$ cat config.mk
export PLATFORM = sky130hd
export DESIGN_NAME = lism_top
export DESIGN_NICKNAME = d
export VERILOG_FILES = /design/src/hw/lism_pkg.sv /design/src/hw/lism_axil.sv /design/src/hw/lism_cyc_watch.sv /design/src/hw/lism_top.sv
export SDC_FILE = /design/constraint.sdc
export NUM_CORES = 1
export LEC_CHECK = 0
export ABC_AREA = 1
export BUFFER_PORTS_ARGS = -buffer_cell sky130_fd_sc_hd__buf_2
export CAP_MARGIN = 20
export CORE_ASPECT_RATIO = 1.1
export CORE_MARGIN = 4
export CORE_UTILIZATION = 38
export DETAILED_ROUTE_END_ITERATION = 8
export PLACE_DENSITY = 0.7
export SLEW_MARGIN = 0
export SYNTH_ARGS = -nofsm -noshare
export SYNTH_HDL_FRONTEND = slang
export SYNTH_SLANG_ARGS = --single-unit
$ cat constraint.sdc
create_clock -name aclk -period 2.3 [get_ports aclk]
set_clock_uncertainty 0.15 [all_clocks]
set_input_delay 0.23 -clock aclk [delete_from_list [all_inputs] [get_ports aclk]]
set_output_delay 0.23 -clock aclk [all_outputs]
set_load 0.005 [all_outputs]
$ cat src/hw/lism_pkg.sv
/*
 * lism_pkg: constants, field positions and carriers for the link
 * interrupt status and mask block.
 * Assumes an 8-bit byte address on a 32-bit AXI4-Lite register bus.
 */
package lism_pkg;

    // register byte addresses
    localparam logic [7:0] LISM_FLAGS_ADDR = 8'h0c;
    localparam logic [7:0] LISM_MASK_ADDR  = 8'h10;
    localparam logic [7:0] LISM_TEST_ADDR  = 8'h80;

    // values after reset
    localparam logic [31:0] LISM_FLAGS_RST = 32'h0000_0000;
    localparam logic [31:0] LISM_MASK_RST  = 32'h0000_0000;
    localparam logic [1:0]  LISM_TEST_RST  = 2'h0;

    // bits that hold a flag, and those cleared by write-one
    localparam logic [31:0] LISM_FLAG_USED = 32'h7fcb_8fc8;
    localparam logic [31:0] LISM_FLAG_W1C  = 32'h7fcb_8fc0;

    // field positions in the event flag register
    localparam int LISM_B_SUM     = 31;
    localparam int LISM_B_ALERT   = 30;
    localparam int LISM_B_PHYREG  = 29;
    localparam int LISM_B_BUS_RST = 28;
    localparam int LISM_B_GAP     = 27;
    localparam int LISM_B_TXFREE  = 26;
    localparam int LISM_B_RXGOOD  = 25;
    localparam int LISM_B_CSRRST  = 24;
    localparam int LISM_B_SELFID  = 23;
    localparam int LISM_B_ACKRX   = 22;
    localparam int LISM_B_ISOQ    = 20;
    localparam int LISM_B_ASYNCQ  = 19;
    localparam int LISM_B_BUSY    = 17;
    localparam int LISM_B_HDRCRC  = 16;
    localparam int LISM_B_TCODE   = 15;
    localparam int LISM_B_SEC     = 11;
    localparam int LISM_B_CYCLE_START_SEEN   = 10;
    localparam int LISM_B_CYCDONE = 9;
    localparam int LISM_B_CYCPEND = 8;
    localparam int LISM_B_CYCMISS = 7;
    localparam int LISM_B_ARBLOST = 6;
    localparam int LISM_B_PIPE    = 3;

    // test control register fields
    localparam int LISM_T_OVR  = 0;
    localparam int LISM_T_PIPE = 1;

    // wraps without a cycle start before the loss flag
    localparam logic [1:0] LISM_MISS_WRAPS = 2'h2;

    localparam logic [1:0] LISM_RESP_OKAY   = 2'h0;
    localparam logic [1:0] LISM_RESP_SLVERR = 2'h2;

    // one-cycle event pulses from link, phy interface and cycle timer
    typedef struct packed {
        logic phys_layer_alert;
        logic phys_register_data_arrived;
        logic bus_reset_seen;
        logic fair_gap_seen;
        logic packet_sent;
        logic ack_settled;
        logic good_packet_received;
        logic csr_reset_write_seen;
        logic self_identify_done;
        logic acknowledge_received;
        logic async_queue_fault;
        logic busy_reply_sent;
        logic header_crc_fault;
        logic transaction_code_fault;
        logic cycle_start_seen;
        logic cycle_start_received;
        logic cycle_finished;
        logic cycle_offset_zero;
        logic cycle_wrap;
        logic cycle_start_arbitration_lost;
        logic pipe_fault;
    } lism_evt_s;

    // expand byte strobes into a bit mask
    function automatic logic [31:0] lism_strb_mask(input logic [3:0] s);
        return {{8{s[3]}}, {8{s[2]}}, {8{s[1]}}, {8{s[0]}}};
    endfunction

endpackage

$ cat src/hw/lism_axil.sv
/*
 * lism_axil: AXI4-Lite slave front end, one write and one read in flight.
 * Assumes the parent decodes addresses and returns read data in the
 * same cycle the read address is offered.
 */
`timescale 1ns/1ps
`default_nettype none
module lism_axil (
    input  wire logic        aclk,
    input  wire logic        aresetn,
    input  wire logic [7:0]  s_axi_awaddr,
    input  wire logic        s_axi_awvalid,
    output var  logic        s_axi_awready,
    input  wire logic [31:0] s_axi_wdata,
    input  wire logic [3:0]  s_axi_wstrb,
    input  wire logic        s_axi_wvalid,
    output var  logic        s_axi_wready,
    output var  logic [1:0]  s_axi_bresp,
    output var  logic        s_axi_bvalid,
    input  wire logic        s_axi_bready,
    input  wire logic [7:0]  s_axi_araddr,
    input  wire logic        s_axi_arvalid,
    output var  logic        s_axi_arready,
    output var  logic [31:0] s_axi_rdata,
    output var  logic [1:0]  s_axi_rresp,
    output var  logic        s_axi_rvalid,
    input  wire logic        s_axi_rready,
    output var  logic        wr_en,
    output var  logic [7:0]  wr_addr,
    output var  logic [31:0] wr_data,
    output var  logic [3:0]  wr_strb,
    input  wire logic        wr_ok,
    input  wire logic [31:0] rd_data,
    input  wire logic        rd_ok
);
    import lism_pkg::*;

    // both halves held and no response pending
    assign wr_en = !s_axi_awready && !s_axi_wready && !s_axi_bvalid;

    // write address and data are taken independently, in either order
    always_ff @(posedge aclk) begin
        if (!aresetn) begin
            s_axi_awready <= 1'b1;
            s_axi_wready  <= 1'b1;
            s_axi_bvalid  <= 1'b0;
            s_axi_bresp   <= LISM_RESP_OKAY;
            wr_addr       <= 8'h00;
            wr_data       <= 32'h0000_0000;
            wr_strb       <= 4'h0;
        end else begin
            if (s_axi_awvalid && s_axi_awready) begin
                s_axi_awready <= 1'b0;
                wr_addr       <= s_axi_awaddr;
            end
            if (s_axi_wvalid && s_axi_wready) begin
                s_axi_wready <= 1'b0;
                wr_data      <= s_axi_wdata;
                wr_strb      <= s_axi_wstrb;
            end
            if (wr_en) begin
                s_axi_bvalid <= 1'b1;
                s_axi_bresp  <= wr_ok ? LISM_RESP_OKAY : LISM_RESP_SLVERR;
            end
            // ready again only after the response is gone
            if (s_axi_bvalid && s_axi_bready) begin
                s_axi_bvalid  <= 1'b0;
                s_axi_awready <= 1'b1;
                s_axi_wready  <= 1'b1;
            end
        end
    end

    // read data captured at the address handshake
    always_ff @(posedge aclk) begin
        if (!aresetn) begin
            s_axi_arready <= 1'b1;
            s_axi_rvalid  <= 1'b0;
            s_axi_rdata   <= 32'h0000_0000;
            s_axi_rresp   <= LISM_RESP_OKAY;
        end else if (s_axi_arvalid && s_axi_arready) begin
            s_axi_arready <= 1'b0;
            s_axi_rvalid  <= 1'b1;
            s_axi_rdata   <= rd_data;
            s_axi_rresp   <= rd_ok ? LISM_RESP_OKAY : LISM_RESP_SLVERR;
        end else if (s_axi_rvalid && s_axi_rready) begin
            s_axi_rvalid  <= 1'b0;
            s_axi_arready <= 1'b1;
        end
    end
endmodule
`default_nettype wire

$ cat src/hw/lism_cyc_watch.sv
/*
 * lism_cyc_watch: seconds tick and lost cycle start detection.
 * Assumes the seconds count and wrap pulse come from the cycle timer.
 */
`timescale 1ns/1ps
`default_nettype none
module lism_cyc_watch (
    input  wire logic       aclk,
    input  wire logic       aresetn,
    input  wire logic [6:0] cycle_seconds,
    input  wire logic       cycle_wrap,
    input  wire logic       cycle_start_received,
    input  wire logic       is_cycle_master,
    output var  logic       seconds_tick,
    output var  logic       cycle_start_missing
);
    import lism_pkg::*;

    logic [6:0] sec_q;
    logic       primed_q;
    logic [1:0] wraps_q;
    logic [1:0] wraps_d;

    // first sample after reset only primes, no spurious tick
    always_ff @(posedge aclk) begin
        if (!aresetn) begin
            sec_q        <= 7'h00;
            primed_q     <= 1'b0;
            seconds_tick <= 1'b0;
        end else begin
            sec_q        <= cycle_seconds;
            primed_q     <= 1'b1;
            seconds_tick <= primed_q && (cycle_seconds == sec_q + 7'h01);
        end
    end

    // a cycle start restarts the count; a master never loses its own
    always_comb begin
        wraps_d = wraps_q;
        if (is_cycle_master || cycle_start_received) begin
            wraps_d = 2'h0;
        end else if (cycle_wrap) begin
            wraps_d = wraps_q + 2'h1;
        end
    end

    always_ff @(posedge aclk) begin
        if (!aresetn) begin
            wraps_q             <= 2'h0;
            cycle_start_missing <= 1'b0;
        end else begin
            cycle_start_missing <= (wraps_d == LISM_MISS_WRAPS);
            wraps_q <= (wraps_d == LISM_MISS_WRAPS) ? 2'h0 : wraps_d;
        end
    end
endmodule
`default_nettype wire

$ cat src/hw/lism_top.sv
/*
 * lism_top: event flag register, enable mask and active-low interrupt
 * output of the link controller, with an AXI4-Lite register port.
 * Assumes event inputs are one-cycle pulses synchronous to aclk.
 */
// Contract
// - flags at 0Ch; write-one clears bits except summary and pipe fault
// - with override set, every flag bit is plainly readable and writable
// - mask at 10h is read/write; a one enables the matching flag
// - flags and mask reset to all zeros
// - bit 31 is the OR of enabled flags and drives the interrupt
// - interrupt pin active only while mask bit 31 is one
// - bit 30 set on a physical-layer interrupt
// - bit 29 set when phy register read data arrives
// - bit 28 set on bus reset, bit 27 on fair gap
// - bit 26 low on packet sent, high when ack settled; bit 22 on ack
// - bit 25 set on any correct packet, stored or not
// - bit 24 set on a packet to the reset-start register
// - bit 23 set when self-identification completes
// - bit 19 set on async queue fault; bit 20 always zero
// - bit 17 set when a busy ack is sent for a full queue
// - bit 16 set on header crc error for this node
// - bit 15 set on invalid transaction code in transmit queue
// - bit 11 set each time the seconds count increments
// - bit 10 on cycle start sent or seen; bit 9 on fair gap after
// - bit 8 set at cycle offset zero, held until cycle completes
// - bit 7 set when non-master sees two wraps without cycle start
// - bit 6 set when cycle start arbitration is lost
// - pipe fault cleared only by pipe reset then writing one to it; an override write of zero also clears it
`timescale 1ns/1ps
`default_nettype none
module lism_top (
    input  wire logic             aclk,
    input  wire logic             aresetn,
    input  wire logic [7:0]       s_axi_awaddr,
    input  wire logic             s_axi_awvalid,
    output var  logic             s_axi_awready,
    input  wire logic [31:0]      s_axi_wdata,
    input  wire logic [3:0]       s_axi_wstrb,
    input  wire logic             s_axi_wvalid,
    output var  logic             s_axi_wready,
    output var  logic [1:0]       s_axi_bresp,
    output var  logic             s_axi_bvalid,
    input  wire logic             s_axi_bready,
    input  wire logic [7:0]       s_axi_araddr,
    input  wire logic             s_axi_arvalid,
    output var  logic             s_axi_arready,
    output var  logic [31:0]      s_axi_rdata,
    output var  logic [1:0]       s_axi_rresp,
    output var  logic             s_axi_rvalid,
    input  wire logic             s_axi_rready,
    input  wire lism_pkg::lism_evt_s evt,
    input  wire logic [6:0]       cycle_seconds,
    input  wire logic             is_cycle_master,
    output var  logic             irq_out_n
);
    import lism_pkg::*;

    logic        wr_en;
    logic [7:0]  wr_addr;
    logic [31:0] wr_data;
    logic [3:0]  wr_strb;
    logic        wr_ok;
    logic [31:0] rd_data;
    logic        rd_ok;
    logic        seconds_tick;
    logic        cycle_start_missing;

    logic [31:0] flags_q;
    logic [31:0] flags_d;
    logic [31:0] mask_q;
    logic        ovr_q;
    logic        pipe_arm_q;
    logic [31:0] lane_m;
    logic        wr_flags;
    logic        wr_mask;
    logic        wr_test;
    logic [31:0] set_vec;
    logic [31:0] hw_clr;
    logic [31:0] sw_clr;
    logic        summary;

    lism_axil u_axil (
        .aclk          (aclk),
        .aresetn       (aresetn),
        .s_axi_awaddr  (s_axi_awaddr),
        .s_axi_awvalid (s_axi_awvalid),
        .s_axi_awready (s_axi_awready),
        .s_axi_wdata   (s_axi_wdata),
        .s_axi_wstrb   (s_axi_wstrb),
        .s_axi_wvalid  (s_axi_wvalid),
        .s_axi_wready  (s_axi_wready),
        .s_axi_bresp   (s_axi_bresp),
        .s_axi_bvalid  (s_axi_bvalid),
        .s_axi_bready  (s_axi_bready),
        .s_axi_araddr  (s_axi_araddr),
        .s_axi_arvalid (s_axi_arvalid),
        .s_axi_arready (s_axi_arready),
        .s_axi_rdata   (s_axi_rdata),
        .s_axi_rresp   (s_axi_rresp),
        .s_axi_rvalid  (s_axi_rvalid),
        .s_axi_rready  (s_axi_rready),
        .wr_en         (wr_en),
        .wr_addr       (wr_addr),
        .wr_data       (wr_data),
        .wr_strb       (wr_strb),
        .wr_ok         (wr_ok),
        .rd_data       (rd_data),
        .rd_ok         (rd_ok)
    );

    lism_cyc_watch u_cyc (
        .aclk                 (aclk),
        .aresetn              (aresetn),
        .cycle_seconds        (cycle_seconds),
        .cycle_wrap           (evt.cycle_wrap),
        .cycle_start_received (evt.cycle_start_received),
        .is_cycle_master      (is_cycle_master),
        .seconds_tick         (seconds_tick),
        .cycle_start_missing  (cycle_start_missing)
    );

    // write decode; unmapped writes answer with an error
    assign lane_m   = lism_strb_mask(wr_strb);
    assign wr_flags = wr_en && (wr_addr == LISM_FLAGS_ADDR);
    assign wr_mask  = wr_en && (wr_addr == LISM_MASK_ADDR);
    assign wr_test  = wr_en && (wr_addr == LISM_TEST_ADDR);
    assign wr_ok    = (wr_addr == LISM_FLAGS_ADDR) ||
                      (wr_addr == LISM_MASK_ADDR) ||
                      (wr_addr == LISM_TEST_ADDR);

    // summary: enabled flags only, bit 31 of the mask excluded
    assign summary = |(flags_q[30:0] & mask_q[30:0]);

    // hardware events that raise a flag
    always_comb begin
        set_vec = 32'h0000_0000;
        set_vec[LISM_B_ALERT]   = evt.phys_layer_alert;
        set_vec[LISM_B_PHYREG]  = evt.phys_register_data_arrived;
        set_vec[LISM_B_BUS_RST] = evt.bus_reset_seen;
        set_vec[LISM_B_GAP]     = evt.fair_gap_seen;
        set_vec[LISM_B_TXFREE]  = evt.ack_settled;
        set_vec[LISM_B_ACKRX]   = evt.acknowledge_received;
        set_vec[LISM_B_RXGOOD]  = evt.good_packet_received;
        set_vec[LISM_B_CSRRST]  = evt.csr_reset_write_seen;
        set_vec[LISM_B_SELFID]  = evt.self_identify_done;
        set_vec[LISM_B_ASYNCQ]  = evt.async_queue_fault;
        set_vec[LISM_B_BUSY]    = evt.busy_reply_sent;
        set_vec[LISM_B_HDRCRC]  = evt.header_crc_fault;
        set_vec[LISM_B_TCODE]   = evt.transaction_code_fault;
        set_vec[LISM_B_SEC]     = seconds_tick;
        set_vec[LISM_B_CYCLE_START_SEEN]   = evt.cycle_start_seen;
        set_vec[LISM_B_CYCDONE] = evt.cycle_finished;
        set_vec[LISM_B_CYCPEND] = evt.cycle_offset_zero;
        set_vec[LISM_B_CYCMISS] = cycle_start_missing;
        set_vec[LISM_B_ARBLOST] = evt.cycle_start_arbitration_lost;
        set_vec[LISM_B_PIPE]    = evt.pipe_fault;
    end

    // hardware clears: transmitter busy, pending cycle finished
    always_comb begin
        hw_clr = 32'h0000_0000;
        hw_clr[LISM_B_TXFREE]  = evt.packet_sent;
        hw_clr[LISM_B_CYCPEND] = evt.cycle_finished;
    end

    // software write-one clears; pipe fault needs the arm bit first
    always_comb begin
        sw_clr = 32'h0000_0000;
        if (wr_flags && !ovr_q) begin
            sw_clr = wr_data & lane_m & LISM_FLAG_W1C;
            sw_clr[LISM_B_PIPE] = pipe_arm_q && wr_data[LISM_B_PIPE] &&
                                  lane_m[LISM_B_PIPE];
        end
    end

    // next flags: clears first, then sets so a same-cycle event wins
    always_comb begin
        flags_d = flags_q & ~hw_clr & ~sw_clr;
        if (wr_flags && ovr_q) begin
            flags_d = (flags_d & ~lane_m) | (wr_data & lane_m);
        end
        flags_d = (flags_d | set_vec) & LISM_FLAG_USED;
    end

    always_ff @(posedge aclk) begin
        if (!aresetn) begin
            flags_q <= LISM_FLAGS_RST;
        end else begin
            flags_q <= flags_d;
        end
    end

    // enable mask, byte lanes honoured
    always_ff @(posedge aclk) begin
        if (!aresetn) begin
            mask_q <= LISM_MASK_RST;
        end else if (wr_mask) begin
            mask_q <= (mask_q & ~lane_m) | (wr_data & lane_m);
        end
    end

    // override and pipe arm bits, normally owned by neighbour registers
    always_ff @(posedge aclk) begin
        if (!aresetn) begin
            {pipe_arm_q, ovr_q} <= LISM_TEST_RST;
        end else if (wr_test && wr_strb[0]) begin
            ovr_q      <= wr_data[LISM_T_OVR];
            pipe_arm_q <= wr_data[LISM_T_PIPE];
        end
    end

    // registered pin: one cycle behind the flags, glitch free
    always_ff @(posedge aclk) begin
        if (!aresetn) begin
            irq_out_n <= 1'b1;
        end else begin
            irq_out_n <= !(summary && mask_q[LISM_B_SUM]);
        end
    end

    // read mux; the summary bit is always live, never stored
    always_comb begin
        rd_data = 32'h0000_0000;
        rd_ok   = 1'b1;
        case (s_axi_araddr)
            LISM_FLAGS_ADDR: rd_data = {summary, flags_q[30:0]};
            LISM_MASK_ADDR:  rd_data = mask_q;
            LISM_TEST_ADDR: begin
                rd_data[LISM_T_OVR]  = ovr_q;
                rd_data[LISM_T_PIPE] = pipe_arm_q;
            end
            default: rd_ok = 1'b0;
        endcase
    end
endmodule
`default_nettype wire

# Yosys cells after proc, flatten, opt, wreduce, memory -nomap -nowiden
# Index checks and enable logic that the tools add are counted.
[op_classes]
n_reduce_logical = 30
n_bitwise = 13
mux = 14
n_eq_ne = 8
add_sub_neg = 2
[op_table]
columns = ["operator", "n"]
rows = [
  ["$and 31x31->31", 4],
  ["$and 32x32->32", 2],
  ["$mux 31", 2],
  ["$or 31x31->31", 2],
  ["$pmux 30 s2", 1],
  ["$not 32->32", 1],
  ["$or 32x32->32", 1],
  ["$not 27->31", 1],
  ["$not 31->31", 1],
  ["$reduce_or 31->1", 1],
  ["$logic_and 1x1->1", 17],
  ["$eq 8x4->1 const B", 2],
  ["$eq 8x5->1 const B", 2],
  ["$eq 8x8->1 const B", 2],
  ["$mux 2", 4],
  ["$add 7x1->7 const B", 1],
  ["$eq 7x7->1", 1],
  ["$mux 1", 6],
  ["$pmux 2 s3", 1],
  ["$logic_not 1->1", 5],
  ["$reduce_or 2->1", 2],
  ["$logic_or 1x1->1", 3],
  ["$reduce_or 3->1", 1],
  ["$add 2x1->2 const B", 1],
  ["3 further kinds", 3],
]
[totals]
inputBits = 88
word_cells = 88
output_inout_bits = 42
reg_bits = 152

# Depth between registers and ports, before layout
[logic_depth]
depth_word = 12
mapped_depth = 10
mapped_depth_nobuf = 10

# Hierarchy
# A second synthesis with hierarchy kept.
[unflattened]
hier_cells = 915
area_unflattened_um2 = 6621.4
[by_module_without_submodules]
columns = ["mod", "cells_per_inst", "seq_area_each_um2", "instances", "area_per_inst_um2"]
rows = [
  ["lism_top", 443, 1101.1, 1, 3026.7],
  ["lism_axil", 367, 1661.6, 1, 2956.6],
  ["lism_cyc_watch", 105, 240.2, 1, 638.1],
]

# Worst setup path before layout
# Ideal clock, no wire load.
[synth_timing]
path_kind = "register to register"
startpoint = "register u_axil.s_axi_awready"
endpoint = "register flags_q[25]"
stages_incl_launch_ff = 7
period_less_slack_ns = 1.588
required_ns = 2.018
path_slack_ns = 0.712
arrival_ns = 1.306
setup_time_ns = 0.132
path_buffers = 2
path_cell_list = "dfxtp_1 nor3_4 buf_4 buf_2 nand4_1 a21oi_1 a21oi_1"
[synth_via]
elab_chain_len = 12
elab_cells_between_ends = 13
classes_between = "2 x mux; 5 x bitwise; 6 x reduce/logical"
[synth_rtl]
columns = ["item", "line", "rtl"]
rows = [
  ["start: declaration", "lism_axil.sv:13", "output var logic s_axi_awready,"],
  ["start signal: assignment", "lism_axil.sv:44", "s_axi_awready <= 1'b1;"],
  ["start signal: assignment", "lism_axil.sv:53", "s_axi_awready <= 1'b0;"],
  ["start signal: assignment", "lism_axil.sv:68", "s_axi_awready <= 1'b1;"],
  ["$logic_not 1->1 *", "lism_axil.sv:39", "assign wr_en = !s_axi_awready && !s_axi_wready && !s_axi_bvalid;"],
  ["$logic_and 1x1->1 * (2 in series)", "lism_axil.sv:39", ""],
  ["$logic_and 1x1->1 *", "lism_top.sv:125", "assign wr_flags = wr_en && (wr_addr == LISM_FLAGS_ADDR);"],
  ["$logic_and 1x1->1", "lism_top.sv:170", "if (wr_flags && !ovr_q) begin"],
  ["$mux 31", "lism_top.sv:170", ""],
  ["$not 31->31", "lism_top.sv:179", "flags_d = flags_q & ~hw_clr & ~sw_clr;"],
  ["$and 31x31->31", "lism_top.sv:179", ""],
  ["$and 31x31->31", "lism_top.sv:181", "flags_d = (flags_d & ~lane_m) | (wr_data & lane_m);"],
  ["$or 31x31->31", "lism_top.sv:181", ""],
  ["$mux 31 *", "lism_top.sv:180", "if (wr_flags && ovr_q) begin"],
  ["$or 31x31->31 *", "lism_top.sv:183", "flags_d = (flags_d | set_vec) & LISM_FLAG_USED;"],
  ["end signal: assignment", "lism_top.sv:190", "flags_q <= flags_d;"],
  ["end: declaration", "lism_top.sv:69", "logic [31:0] flags_q;"],
]
# Every way passes the cells marked *; elsewhere a longest branch is shown, timed or not.
# A chain may end at the register's enable or synchronous reset.

==> results.toml <==
[yosys]
synth_seq_cells = 150
yosys_warnings = 0
yosysSeqAreaShare_pct = 47.4
syn_area_per_cell_um2 = 7.14
synthesis.area_um2 = 6340
synth_edf_count = 0
synth-main-ff-cell = "dfxtp_1"
async_reset_ff_share_pct = 0
ys_types = 31
synthCells = 888

[die]
rows = 49
dieArea_um2 = 18800
start_util_pct = 38.7
ios = 130
die_y_um = 143
design.core.area_um2 = 16400
die_x_um = 131

[cts]
cts_setup_buffers = 0
cts_tree = "yes"
cts-root-buf = "clkbuf_16"
path_clk_slew_ps = 60
cts_max_level = 4
numCtsBuffers = 17
clk_latency_ps = 420
cts_max_path_buffers = 2
cts_sinks = 150

[sta]
period_minus_slack_ps = 1990
worst_hold_slack_ps = 5.94
setup-tns-final_ps = 0
worstMarginPinSlew_ps = 703
setup_viol = 0
fin_crit_sh_pct = 86.7
hold_violations = 0
rsz0062_at_grt = "false"
max_freq_mhz = 502
slew_violations = 0
timing.slew.headroom_pct = 53.1

[placement]
port-buffer-count = 127
gp_congestion = 0.898
dp_cells = 1189
dpl.hpwl_um = 12400

[setup_path]
crit_arrival_ps = 2210
slowest_stage = "dlygate4sd3_1"
required_ps = 2520
endpoint_kind = "register"
cp_top_family = "buffers and inverters"
crit_top_cell = "dlygate4sd3_1"
cp_max_fo = 33
worstPathBufferInverterCount = 4
timing.setup.critical_path_class = "in2reg"
critPathLaunchType = "primary input"
critPathMaxStageDelay_ps = 550
path_cells = "dlygate4sd3_1 > buf_2 > buf_4 > o21ai_0 > nor2_1 > dlygate4sd3_1"

[global_route]
grt_overflow_total = 0
grt_pass1_wl_um = 30100
antenna_found_initial = 0
grt_pass1_vias = 6195
grtUsageTotal_pct = 19.8
grt_start_max_net_pins = 50

[cells_and_area]
layout-drive-gt1-share_pct = 16.9
area_delta_synth_final_pct = 36.5
stdcell_count = 1297
multi_input_area_um2 = 2710
num-fill-cells = 1560
fin_nets = 1169
area.sequential_um2 = 3000

[detailed_routing]
drtPass1Iterations = 5
drc = 0
drtIter0Drc = 332
drt_wl_total_um = 18400
post_drt_wl_per_cell_um = 14.2
vias = 6314
viasPerCell = 4.87
drtAntennaViolNets = 0

[power_and_ir_drop]
swShare_pct = 22.6
power_density_nw_per_um2 = 786
p_leak_nw = 3.99
ir_worst_vdd_uv = 512
power.switching_mw = 1.54
p_total_mw = 6.80
internal_power_mw = 5.26
power.share.sequential_pct = 42.0
p_comb_share_pct = 10.7
power_frac_clock_pct = 47.4

[min_path]
hold_path_class = "in2reg"

[run]
drv_cap = 0

[run_status]
status = "completed"
==> through the flow <==
stage / cell area, um2 / setup slack, ps / utilization, %
after detailed placement: 7200 / 396 / 44.0
after CTS: 8650 / 369 / 52.9
after floorplan: 6340 / 712 / -
after global routing: 8650 / 103 / 52.9
final: 8650 / 306 / 52.9
after global placement: 7200 / 462 / 44.0
==> cell families (layout without fill, tap and decap cells) <==
family	Yosys count	count (layout)	share of synthesized area, %
DFF	150	150	47.4
buffers and inverters	166	369	10.1
xor gates and xnor gates	11	11	1.52
adders and majority gates	1	1	0.197
AOI/OAI and AO/OA	236	236	19.0
and+or+nand+nor	323	323	21.7
other	1	3	0.0591
==> cell type report <==
class                           instances  area share, %
Antenna cell                            1         0.0289
Clock buffer                           24           5.80
Clock inverter                          7           2.18
Inverter                              113           4.90
Multi-Input combinational cell        573           31.3
Sequential cell                       150           34.7
Tap cell                              204           2.95
Timing Repair Buffer                  225           18.2
==> final timing paths <==
kind                            slack (ps)                                    to  cells after the start                         startpoint
worst min-delay path                     6  u_cyc.cycle_start_missing$_SDFF_PN0_                      4                             evt[5]
worst max-delay path                   310        u_axil.wr_addr[0]$_SDFFE_PN0P_                      6                            aresetn
worst min register to register         300                              register                      2                           register
worst max register to register         320        u_axil.wr_addr[0]$_SDFFE_PN0P_                      4  u_axil.s_axi_awready$_SDFFE_PP1P_
==> per-layer routing <==
metal  routed length (um)  global-route usage [%]
met1                 8010                    23.9
met2                 8820                    34.4
met3                  981                    4.52
met4                  556                    8.62
met5                    0                       0
==> synth_stat cells (2+ instances only) <==
library cell / instances / area, um2
nand4_1: 24 / 150
a21oi_1: 119 / 596
buf_4: 3 / 22.5
clkbuf_1: 43 / 161
a211oi_1: 4 / 30.0
inv_1: 111 / 417
nor2_1: 116 / 435
dfxtp_1: 150 / 3000
o211ai_1: 3 / 22.5
or2_0: 6 / 37.5
nand2_1: 129 / 484
nor3_1: 5 / 25.0
buf_2: 6 / 30.0
nand3_1: 36 / 180
o21ai_0: 107 / 536
o21bai_1: 2 / 15.0
xnor2_1: 5 / 43.8
xor2_1: 6 / 52.6
==> power by group through the flow <==
stage | Clock (mW) | Sequential (mW) | Combinational (mW)
after detailed placement | 0 | 2.91 | 0.618
after CTS | 3.27 | 2.85 | 0.723
after global routing | 3.39 | 2.87 | 0.825
after global placement | 0 | 2.90 | 0.610
final | 3.22 | 2.85 | 0.726
after floorplan | 0 | 2.88 | 0.381
==> timing repair <==
action | CTS | global route
endpoints found under the hold margin | 76 | 0
gates resized for setup | 0 | 0
hold buffers | 76 | 0
==> placed cells by master, fill, tap and decap left out, types with 5 or more instances in the layout <==
cell,netlist,routed
nand3_1,36,36
buf_4,3,21
o21ai_0,107,107
nor2_1,116,116
or2_0,6,6
inv_1,111,111
dfxtp_1,150,150
buf_2,6,127
nand2_1,129,129
nand4_1,24,24
xnor2_1,5,5
dlygate4sd3_1,0,76
bufinv_16,0,6
a21oi_1,119,119
clkbuf_8,0,5
xor2_1,6,6
clkbuf_16,0,17
==> worst register-to-register path, delay by kind of cell, from the launching register on <==
kind                   cells  cell delay [ps]
flip-flops                 1              490
AND/OR/NAND/NOR            2              400
AO/OA/AOI/OAI              1              270
buffers and inverters      1              550
Power figures use the tool's default switching activity.
